[config.mk]
export PLATFORM = sky130hd
export DESIGN_NAME = shift5_register
export DESIGN_NICKNAME = d
export VERILOG_FILES = /design/src/common/shift5_pkg.sv /design/src/rtl/shift5_register.sv
export SDC_FILE = /design/constraint.sdc
export NUM_CORES = 1
export LEC_CHECK = 0
export ABC_AREA = 0
export BUFFER_PORTS_ARGS = -buffer_cell sky130_fd_sc_hd__buf_4
export CAP_MARGIN = 30
export CORE_UTILIZATION = 40
export DETAILED_ROUTE_END_ITERATION = 12
export SKIP_CTS_REPAIR_TIMING = 1
export SLEW_MARGIN = 20
export SYNTH_ARGS = -nofsm -noshare
export SYNTH_HDL_FRONTEND = slang
export SYNTH_SLANG_ARGS = --single-unit
[constraint.sdc]
create_clock -name clk -period 1.3 [get_ports clk]
set_input_delay 0.13 -clock clk [delete_from_list [all_inputs] [get_ports clk]]
set_output_delay 0.13 -clock clk [all_outputs]
set_load 0.05 [all_outputs]
[src/common/shift5_pkg.sv]
/*
 * Constants shared by the five-stage shift register.
 * Assumes nothing of its surroundings; it is compiled before the design.
 */
`default_nettype none

package shift5_pkg;

   // Number of chained storage stages.
   localparam int STAGE_COUNT = 5;

   // Depth of the input synchronisers that face the pins.
   localparam int SYNC_DEPTH = 2;

   // Bit positions of the sampled pin vector.
   localparam int PIN_SERIAL = 0;
   localparam int PIN_SHIFT_CLK = 1;
   localparam int PIN_CLEAR_N = 2;
   localparam int PIN_PRESET_EN = 3;
   localparam int PIN_PRESET_LSB = 4;
   localparam int PIN_COUNT = PIN_PRESET_LSB + STAGE_COUNT;

   // Values taken by the state at reset.
   localparam logic [STAGE_COUNT-1:0] STAGE_RESET = 5'h00;
   localparam logic [PIN_COUNT-1:0] PIN_RESET = 9'h000;
   localparam logic SHIFT_CLK_RESET = 1'h0;

endpackage

`default_nettype wire

[src/rtl/shift5_register.sv]
/*
 * Five-stage shift register with clear, preset and serial shift.
 * Assumes every input except clk and sys_rst comes from pins outside
 * the clk domain, and that the shift clock is far slower than clk.
 */
// How it works
// - Five chained stages, each with its own visible output.
// - Clear low with no active preset forces all stages low together.
// - Clear acts regardless of the shift clock level or edge.
// - Clear low with all preset inputs low clears, whatever the enable.
// - With clear high, a stage sets when its preset input and the enable are both high.
// - Preset acts regardless of the shift clock level or edge.
// - During preset a stage with low preset input keeps its level.
// - Shifting changes the stages only on a rising shift clock.
// - On a rising edge stage one takes serial in, others the previous.
// - Stages two to five capture stages one to four from before the edge.
`timescale 1ns/1ps
`default_nettype none

module shift5_register
   import shift5_pkg::*;
#(
   parameter int SYNC_STAGES = SYNC_DEPTH
) (
   input wire logic clk,
   input wire logic sys_rst,
   input wire logic serial_in,
   input wire logic shiftClk,
   input wire logic clearN,
   input wire logic presetEnable,
   input wire logic presetIn1,
   input wire logic presetIn2,
   input wire logic presetIn3,
   input wire logic presetIn4,
   input wire logic presetIn5,
   output logic stage1_out,
   output logic stage2_out,
   output logic stage3_out,
   output logic stage4_out,
   output logic stage5_out
);

   // The synchroniser depth is fixed by the latency that the outside logic
   // is promised, so any other depth raises an error when simulation starts.
   initial begin
      if (SYNC_STAGES != SYNC_DEPTH) begin
         $error("shift5_register: SYNC_STAGES must equal SYNC_DEPTH.");
      end
   end

   // All state lives in one record: two synchroniser ranks for the pins,
   // the previous synchronised shift clock for edge detection, and the
   // five stages themselves.
   typedef struct packed {
      logic [PIN_COUNT-1:0] syncFirst;
      logic [PIN_COUNT-1:0] syncSecond;
      logic shiftClkPrev;
      logic [STAGE_COUNT-1:0] stages;
   } state_type;

   state_type state_r;
   state_type state_nxt;

   logic [PIN_COUNT-1:0] pinRaw;
   logic serialV;
   logic shiftRise;
   logic clearActive;
   logic [STAGE_COUNT-1:0] presetV;
   logic [STAGE_COUNT-1:0] presetAct;
   logic presetAny;

   // The pins are gathered into one vector so that a single pair of ranks
   // samples them all in the same cycle.
   assign pinRaw = {presetIn5, presetIn4, presetIn3, presetIn2, presetIn1,
                    presetEnable, clearN, shiftClk, serial_in};

   // Only the second synchroniser rank is read by the logic below.
   assign serialV = state_r.syncSecond[PIN_SERIAL];
   assign shiftRise = state_r.syncSecond[PIN_SHIFT_CLK] &
                      ~state_r.shiftClkPrev;
   assign clearActive = ~state_r.syncSecond[PIN_CLEAR_N];
   assign presetV = state_r.syncSecond[PIN_PRESET_LSB +: STAGE_COUNT];
   assign presetAct = presetV &
                      {STAGE_COUNT{state_r.syncSecond[PIN_PRESET_EN]}};
   assign presetAny = |presetAct;

   // Clear and preset are level driven and are looked at every cycle, so
   // they act whatever the shift clock does; a shift edge that meets either
   // of them is dropped, not delayed.
   always_comb begin
      state_nxt = state_r;
      state_nxt.syncFirst = pinRaw;
      state_nxt.syncSecond = state_r.syncFirst;
      state_nxt.shiftClkPrev = state_r.syncSecond[PIN_SHIFT_CLK];
      if (clearActive) begin
         // Clear is level driven and outranks preset and shift.
         state_nxt.stages = STAGE_RESET;
      end else if (presetAny) begin
         // Preset only sets stages; others keep their level.
         state_nxt.stages = state_r.stages | presetAct;
      end else if (shiftRise) begin
         state_nxt.stages[0] = serialV;
         for (int i = 1; i < STAGE_COUNT; i++) begin
            state_nxt.stages[i] = state_r.stages[i-1];
         end
      end
   end

   // The ranks reset low, so clear looks active for two cycles after reset;
   // the stages are already low then, so nothing visible changes.
   // The previous shift clock resets low to match the ranks, which keeps a
   // false edge from appearing after reset.
   always_ff @(posedge clk) begin
      if (sys_rst) begin
         state_r.syncFirst <= PIN_RESET;
         state_r.syncSecond <= PIN_RESET;
         state_r.shiftClkPrev <= SHIFT_CLK_RESET;
         state_r.stages <= STAGE_RESET;
      end else begin
         state_r <= state_nxt;
      end
   end

   // Each stage drives its own output straight from its flip-flop.
   assign stage1_out = state_r.stages[0];
   assign stage2_out = state_r.stages[1];
   assign stage3_out = state_r.stages[2];
   assign stage4_out = state_r.stages[3];
   assign stage5_out = state_r.stages[4];

   // Per-stage checks of the chain and of the preset set path.
   // Each later stage takes its predecessor on a shift edge, and stages
   // two to five are each set by their own enabled preset input.
   for (genvar g = 1; g < STAGE_COUNT; g++) begin : g_stage_checks

   end
endmodule // shift5_register

`default_nettype wire

; Word level (Yosys, flattened, before mapping)
; Cells that the tools add are included.
[op_classes]
n_mux = 2
bitwise = 5
reduce_logical = 3
[op_table]
columns = cell, count
row1 = 2-to-1 mux 5 bit, 2
row2 = AND 5 bit, 1
row3 = bitwise OR 5 bit, 1
row4 = OR reduction 5 bit, 1
row5 = NOT 1 bit, 2
row6 = nonzero test 2 bit, 1
row7 = OR reduction 2 bit, 1
row8 = AND 1 bit, 1
[word_totals]
reg_bits = 24
in_bits = 11
out_inout_bits = 5
word_cells = 14

; Logic depth before layout (Yosys ltp)
; Gate-level depths: netlist of the first run.
[logic_depth]
ltp_word = 4
mapped_depth = 4
depth_no_buf = 3

; Worst setup path after synthesis of the first run
; OpenSTA, ideal clock, no wires.
[synth_timing]
path_kind = register -> register
from = register state_r (netlist bit presetV[0])
to = register state_r (netlist bit stage1_out)
setup_ns = 0.124
arrival_time_ns = 0.949
required_time_ns = 1.176
slack_ns = 0.227
stages_incl_launch_ff = 4
path_buffers = 0
period_less_slack_ns = 1.073
cell_sequence = dfxtp_1 > nor4_4 > a21o_2 > a211oi_1
[synth_via]
elab_chain_len = 3
elab_cells_between_ends = 5
cone_classes = 1 x mux / 2 x bitwise / 2 x reduce/logical
[synth_lines]
columns = element, line
row1 = start: declaration, shift5_register.sv:61  ; state_type state_r;
row2 = start signal: assignment, shift5_register.sv:120  ; state_r <= state_nxt;
row3 = AND 5 bit (*), shift5_register.sv:83  ; assign presetAct = presetV &
row4 = OR reduction 5 bit / bitwise OR 5 bit (equally long branches), "shift5_register.sv:85, shift5_register.sv:100"
row5 = 2-to-1 mux 5 bit / nonzero test 2 bit (equally long branches), --
; Every way passes the cells marked *; elsewhere a longest branch is shown, timed or not.
; A chain may end at the register's enable or synchronous reset.

; Final worst setup path of the first run
[layout_timing]
from = register state_r[9] in the netlist's numbering
to = register state_r (netlist bit stage1_out)
; The elaborated chain is that of the path after synthesis.

==> results of run 1 <==
logic make-up after synthesis:
kind of cell    after synthesis
flops                        24
compound gates               16
simple gates                 25
buf+inv                       9
layout make-up:
| type | instances | area [um2] | share of cell area [%] |
|---|---|---|---|
| Clock buffer | 4 | 36.3 | 3.58 |
| Inverter | 6 | 22.5 | 2.22 |
| Multi-Input combinational cell | 41 | 317 | 31.3 |
| Sequential cell | 24 | 480 | 47.5 |
| Tap cell | 27 | 33.8 | 3.34 |
| Timing Repair Buffer | 16 | 123 | 12.1 |
power breakdown:
part	total, mW	leakage, nW	switching (mW)	internal [mW]
clock	0.367	0.0210	0.197	0.171
sequential	0.778	0.197	0.0152	0.763
combinational	0.0913	0.226	0.0364	0.0549
per-stage QoR:
stage	hold slack [ns]	util (%)
finish	0.0249	51.6
CTS	0.0105	51.1
global placement	0.335	49.2
detailed placement	0.338	49.2
global route	0.00472	51.6
floorplan	0.255	-
path summary, 6_finish.rpt:
check | startpoint | endpoint | slack, ns | cells past startpoint
max | state_r[9]$_SDFF_PP0_ | stage1_out$_SDFFE_PP0P_ | 0.09 | 3
min | shiftClk | state_nxt[7]$_SDFF_PP0_ | 0.02 | 2
max reg2reg | state_r[9]$_SDFF_PP0_ | stage1_out$_SDFFE_PP0P_ | 0.09 | 3
min reg2reg | state_nxt[6]$_SDFF_PP0_ | serialV$_SDFF_PP0_ | 0.45 | 1
critical path: cells and delay by family, from the launching register on:
family / cells / cell delay, ns
simple gates: 1 / 0.13
flops: 1 / 0.52
compound gates: 2 / 0.48
per-layer routing:
metal | track usage (%) | routed length [um]
met1 | 13.9 | 559
met5 | 0 | 0
met4 | 12.2 | 23
met2 | 21.9 | 574
met3 | 3.40 | 37
synth_stat cells (all sizes together):
master,number,area (um2)
dfxtp,24,480
nor2b,12,75.1
a211oi,8,60.1
and2b,7,52.6
inv,6,22.5
a21o,5,40.0
clkbuf,2,7.51
nand2b,2,12.5
nor3b,2,25.0
a22oi,1,7.51
a31oi,1,6.26
buf,1,5.00
nand3b,1,7.51
nor4,1,21.3
o2111ai,1,8.76
==> metrics.txt, run 1 <==
Core ar. between 1500 and 2000 um2; slowest CP cell dfxtp_1; GPL Wtd Cong 0.890; startpoint types flip-flop; Synth Area in Adders 0%; GR Overflow Total 0; maximum fanout along the worst path 8; Mapped Area 832 um2; vias in the first global route 492; dpl ws 0.117 ns; PortBufs 15; Final ANT Viol Nets 0; setup TNS 0 ns; Rows 16; Clock transition at path regs about 0.12 ns; Max rail drop VDD 0.646 mV; RSZ-0062 raised after global routing false; crit-path cells nor3b_2 > a21o_2 > a211oi_1; DRC Markers 0; initial core utilization 42.4%; fraction of layout cells with a size suffix above 1 26.4%; Final Cycle Share 93.1%; worst path arrival time 1.43 ns; Cells after DPL around 110; clock skew after layout 0.00473 ns; CTS tree done; crit-path max cell delay 0.52 ns; setup violators final 0; clk_lat worst skew 0.30 ns; nets@finish 103; max reg flops 10; syn_area_per_cell 11.2 um2; CTS root buffer clkbuf_4; Global Route Usage Sum 13.3%; Placed Instance Area 966 um2; ANT cells 0; TritonCTS Buffers 3; Final Slew Violations 0; Die Wd 47.6 um; leakage approximately 0.44 nW; Tot Pwr between 1 and 1.5 mW; CP required 1.52 ns; DR WL/cell approximately 10 um; Clock Tree Buf Depth 2; Die ar. 2270 um2; Ys Warns 0; Post-Synth Simple-Gate Area 23.3%; Syn Inst Count 74; first-pass GRT wire length between 1500 and 2000 um; vias per cell 4.54; outcome completed; commonest non-fill, non-tap cell in the layout dfxtp_1; antenna violations before repair 0; actual slew at the worst max-slew pin 0.380 ns; PD cells 1220 nW/um2; area delta synth->final 21.7%; Detailed Routing Iterations Pass 1 4; largest net degree at the start of global routing 21; Ports 16; DP HPWL 873 um; min Tclk post-route 1.21 ns; H-tree Lvls 1; HP Class input pin to flip-flop; Synth Area in XOR/XNOR 0%; Max Cap Viol 0; Syn Nets between 80 and 90; largest family of logic cells by synthesized area simple AND/OR/NAND/NOR gates; FF+latch count, synth 24; DR vias 536; max frequency 826 MHz; initial DRC count 6; Post-Route WL 1200 um; most frequent cells in the layout dfxtp_1, buf_4, nor2b_1; Final Hold Fails 0; Setup CP Type flip-flop to flip-flop; Rel. slew slack between 70 and 80%; final instance area about 1000 um2; # clock sinks 24; Crit. End Element flip-flop; Synth Area in Compound Gates 14.7%; fin cells between 100 and 150; fin worst setup slack 0.0900 ns; number of fill cells 210; Distinct cells, synth 16; register area share after synthesis 57.7%; mux cell area share after synthesis 0%; DIE HEIGHT 47.6 um
Note: power is estimated with default switching activity, not from simulation.
==> run 2, diff against run 1 <==
--- a/config.mk
+++ b/config.mk
@@ -8,7 +8,7 @@
 export ABC_AREA = 0
 export BUFFER_PORTS_ARGS = -buffer_cell sky130_fd_sc_hd__buf_4
 export CAP_MARGIN = 30
-export CORE_UTILIZATION = 40
+export CORE_UTILIZATION = 32
 export DETAILED_ROUTE_END_ITERATION = 12
 export SKIP_CTS_REPAIR_TIMING = 1
 export SLEW_MARGIN = 20
==> constraint.sdc (replaced) <==
create_clock -name clk -period 1.4 [get_ports clk]
set_input_delay 0.14 -clock clk [delete_from_list [all_inputs] [get_ports clk]]
set_output_delay 0.14 -clock clk [all_outputs]
set_load 0.05 [all_outputs]
==> run 2 against run 1 <==
- power is 13% lower
- sequential share of layout area increased by 0.96 points
- global-route usage decreased by 3.0 points
- maximum frequency increased by 1.3%
- core utilization decreased by 12 points
- critical endpoint is now stage2_out$_SDFFE_PP0P_
- largest power group unchanged
- via count shrank 4.7%
- worst setup slack improved by 0.12 ns
- largest cell class unchanged
- die area grew 24%
- non-clock buffer count fell by 1
- critical path depth unchanged
- highest routed layer is now met3
==> metrics.txt, run 2 (synthesis gave the netlist of run 1 again) <==
Register Area 480 um2; Placed Instance Area 970 um2; CTS tree done; clock share of power between 20 and 30%; RSZ-0062 raised after global routing false; reg2reg end stage2_out$_SDFFE_PP0P_; final instance area 992 um2; Clock transition at path regs 0.11 ns; Final Hold Fails 0; fraction of layout cells with a size suffix above 1 25.8%; most used routing layer met2; area delta synth->final 19.2%; Multi-input gate area 317 um2; Critical Path Most Common Cell a211oi_1; setup violators final 0; vias per cell ~4.3; met3 usage 3.45%; GR Overflow Total 0; min Tclk post-route 1.19 ns; Crit. End Element flip-flop; HP Class input pin to flip-flop; switching portion of total power between 20% and 30%; max reg flops 10; Detailed Routing Iterations Pass 1 4; DR WL/cell 9.89 um; Clock Tree Buf Depth 2; global-route met1 utilization 12.9%; startpoint types flip-flop; DP HPWL 885 um; slowest CP cell nor4_4; combinational power share 7.7%; CTS root buffer clkbuf_4; Final Cycle Share 85.3%; CP delay by family, top simple AND/OR/NAND/NOR gates; P_int 0.858 mW; vias in the first global route 484; final hold slack roughly 0.038 ns; Global Route Usage Sum 10.3%; TritonCTS Buffers 3; number of fill cells 263; Max Cap Viol 0; most frequent cells in the layout dfxtp_1, buf_4, nor2b_1; R2R setup slack 0.21 ns; clock skew after layout 0.00389 ns; DRC Markers 0; worst r2r path cells 3; Core ar. 2480 um2; commonest non-fill, non-tap cell in the layout dfxtp_1; initial DRC count 8; Worst Setup EP stage2_out$_SDFFE_PP0P_; Die ar. about 2800 um2; PD cells 1090 nW/um2; Setup CP Type flip-flop to flip-flop; Final ANT Viol Nets 0; CP required between 1.5 and 2 ns; H-tree Lvls 1; R2R Path Start presetV[0]$_SDFF_PP0_; Final Slew Violations 0; P_sw 0.224 mW; PortBufs 15; leakage 0.433 nW; GPL Wtd Cong between 0.8 and 0.9; Rows 18; outcome completed; worst path arrival time 1.41 ns; actual slew at the worst max-slew pin 0.395 ns; clk_lat worst skew 0.30 ns; initial core utilization 33.6%; first-pass GRT wire length just over 2000 um; GRT met2 Usage 15.6%; crit-path cells nor4_4 > a211oi_1 > a211oi_1; largest net degree at the start of global routing 21; WP buf/inv 0; DIE HEIGHT 53.0 um; Max rail drop VDD 0.636 mV; setup TNS 0 ns; Die Wd 53.0 um; Rel. slew slack between 70 and 80%; dpl ws 0.224 ns; max frequency 837 MHz; DR vias slightly above 500; nets@finish 102; Post-Route WL 1180 um; fin worst setup slack 0.206 ns; Flop pwr share around two thirds; antenna violations before repair 0; # clock sinks 24; ANT cells 0; Ports 16; crit-path max cell delay 0.43 ns; crit path launch presetV[0]$_SDFF_PP0_; Critical Path Stages 3; maximum fanout along the worst path 7
-- run 2: cell count changes in the layout (fill, tap and decap cells not counted), sizes merged --
cell / delta
dlygate4sd3: -1
clkbuf: -1
-- run 2: cell type report --
cell class	count	area share [%]
sequential	24	48.4
multi-input combinational	41	31.9
timing repair buffer	15	11.3
tap	30	3.78
clock buffer	3	2.27
inverter	6	2.27
-- run 2: routing by layer --
metal / routed length, um / up-vias
li1: - / 279
met1: 551 / 218
met2: 560 / 14
met3: 66 / 0
met4: 0 / 0
met5: 0 / -
-- run 2: how the worst min path moves through the flow --
stage,from,end,slack (ns),cells past startpoint
global route,serial_in,state_nxt[6]$_SDFF_PP0_,0.02,2
detailed placement,serial_in,state_nxt[6]$_SDFF_PP0_,0.35,2
floorplan,serial_in,state_nxt[6]$_SDFF_PP0_,0.27,1
global placement,serial_in,state_nxt[6]$_SDFF_PP0_,0.35,2
CTS,serial_in,state_nxt[6]$_SDFF_PP0_,0.03,2
finish,shiftClk,state_nxt[7]$_SDFF_PP0_,0.04,2
-- run 2: per-stage QoR --
step	total power, mW	std cells	util (%)
detailed placement	0.822	116	39.1
floorplan	0.791	74	-
global route	1.14	119	40.1
CTS	1.10	119	40.1
finish	1.08	119	40.1
global placement	0.819	116	39.1
-- run 2: power groups by stage --
stage	combinational, mW	clock [mW]	sequential (mW)
2_1_floorplan	0.0541	0	0.737
3_3_place_gp	0.0816	0	0.738
3_5_place_dp	0.0838	0	0.739
4_1_cts	0.0840	0.293	0.723
5_1_grt	0.0924	0.322	0.726
6_report	0.0830	0.276	0.723
-- run 2: worst reg2reg max path: stages (launching register included) --
cell	delay, ns
dfxtp_1	0.35
nor4_4	0.43
a211oi_1	0.15
a211oi_1	0.19
==> run 3, diff against run 2 <==
--- a/config.mk
+++ b/config.mk
@@ -7,9 +7,10 @@
 export LEC_CHECK = 0
 export ABC_AREA = 0
 export BUFFER_PORTS_ARGS = -buffer_cell sky130_fd_sc_hd__buf_4
-export CAP_MARGIN = 30
-export CORE_UTILIZATION = 32
+export CAP_MARGIN = 20
+export CORE_UTILIZATION = 55
 export DETAILED_ROUTE_END_ITERATION = 12
+export PLACE_DENSITY = 0.79
 export SKIP_CTS_REPAIR_TIMING = 1
 export SLEW_MARGIN = 20
 export SYNTH_ARGS = -nofsm -noshare
==> run 3 against run 2 <==
- sequential share of layout area up 0.25 points
- final area down 0.50%
- worst setup slack worse by 0.0040 ns
- flip-flop and latch count unchanged
- largest power group unchanged
==> metrics.txt, run 3 (synthesis gave the netlist of run 1 again) <==
outcome completed; clk_lat worst skew 0.31 ns; CP delay by family, top simple AND/OR/NAND/NOR gates; actual slew at the worst max-slew pin 0.395 ns; DR vias between 500 and 600; Placed Instance Area approximately 950 um2; Max rail drop VDD 0.788 mV; RSZ-0062 raised after global routing false; min Tclk post-route 1.20 ns; startpoint types flip-flop; crit-path max cell delay 0.43 ns; leakage between 0.4 and 0.5 nW; Final ANT Viol Nets 0; crit-path cells nor4_4 > a211oi_1 > a211oi_1; combinational power share 7.1%; Detailed Routing Iterations Pass 1 4; P_int between 0.9 and 1 mW; Final Cycle Share a little under nine tenths; Die ar. 1670 um2; worst r2r path cells 3; commonest non-fill, non-tap cell in the layout dfxtp_1; Rel. slew slack 73.4%; Setup CP Type flip-flop to flip-flop; clock skew after layout ~0.0074 ns; setup TNS 0 ns; DIE HEIGHT 40.9 um; first-pass GRT wire length 1610 um; HP Class input pin to flip-flop; setup violators final 0; final instance area 987 um2; fraction of layout cells with a size suffix above 1 26.7%; CTS tree done; max frequency 834 MHz; reg2reg end stage1_out$_SDFFE_PP0P_; Core ar. between 1000 and 1500 um2; nets@finish 102; DP HPWL 817 um; GR Overflow Total 0; max reg flops 10; vias per cell 5.05; Tot Pwr 1.16 mW; largest net degree at the start of global routing 21; Final Hold Fails 0; Max Cap Viol 0; slowest CP cell nor4_4; Critical Path Most Common Cell a211oi_1; antenna violations before repair 0; Crit. End Element flip-flop; Clock transition at path regs 0.13 ns; Rows 13; Post-Route WL about 1100 um; P_sw 0.242 mW; initial core utilization between 60% and 70%; most frequent cells in the layout dfxtp_1, buf_4, nor2b_1; GPL Wtd Cong approximately 0.65; Global Route Usage Sum 15.8%; Ports 16; vias in the first global route 412; CP required 1.63 ns; worst path arrival time 1.43 ns; clock share of power a little under a third; Flop pwr share between 60% and 70%; Util after Layout 73.1%; # clock sinks 24; PD cells 1170 nW/um2; crit path launch presetV[0]$_SDFF_PP0_; H-tree Lvls 1; PortBufs 15; ANT cells 0; initial DRC count 8; R2R Path Start presetV[0]$_SDFF_PP0_; R2R setup slack a little over 0.2 ns; CTS root buffer clkbuf_4; Die Wd 40.9 um; area delta synth->final 18.6%; TritonCTS Buffers 3; WP buf/inv 0; switching portion of total power 20.9%; maximum fanout along the worst path 7; DRC Markers 0; DR WL/cell 10.9 um; Worst Setup EP stage1_out$_SDFFE_PP0P_; Clock Tree Buf Depth 2; Critical Path Stages 3; Final Slew Violations 0
## run 3: changes by cell type in the layout (fill, tap and decap cells not counted)
| cell | delta |
|---|---|
| clkbuf_8 | +1 |
## run 3: how the worst min path moves through the flow
| stage | cells after the start | slack, ns | start | endpoint |
|---|---|---|---|---|
| floorplan | 1 | 0.27 | serial_in | state_nxt[6]$_SDFF_PP0_ |
| global placement | 2 | 0.35 | shiftClk | state_nxt[7]$_SDFF_PP0_ |
| detailed placement | 2 | 0.35 | shiftClk | state_nxt[7]$_SDFF_PP0_ |
| CTS | 2 | 0.02 | shiftClk | state_nxt[7]$_SDFF_PP0_ |
| global route | 2 | 0.01 | shiftClk | state_nxt[7]$_SDFF_PP0_ |
| finish | 2 | 0.02 | serial_in | state_nxt[6]$_SDFF_PP0_ |
## run 3: layer usage
metal	track usage, %	wire length (um)	vias to the layer above
met5	0	0	-
met4	15.0	36	0
met3	4.89	55	4
met2	26.6	532	17
met1	14.9	522	230
li1	-	-	279
## run 3: metrics by stage
stage          std cells  hold WS, ns  setup WS, ns
6_report             105       0.0233         0.202
3_5_place_dp         101        0.349         0.227
2_1_floorplan         74        0.265         0.327
5_1_grt              105       0.0138         0.105
3_3_place_gp         101        0.347         0.280
4_1_cts              105       0.0202         0.199
## run 3: final cells by class
type / instances / area, um2
inverters: 6 / 22.5
flip-flops and latches: 24 / 480
clock buffers: 4 / 36.3
repair buffers: 15 / 113
fillers: 99 / 363
well taps: 15 / 18.8
multi-input cells: 41 / 317
## run 3: power groups by stage
stage / clock network (mW) / registers, mW / logic [mW]
5_1_grt: 0.377 / 0.726 / 0.0918
2_1_floorplan: 0 / 0.737 / 0.0541
3_5_place_dp: 0 / 0.739 / 0.0832
4_1_cts: 0.359 / 0.723 / 0.0835
3_3_place_gp: 0 / 0.738 / 0.0810
6_report: 0.353 / 0.723 / 0.0827
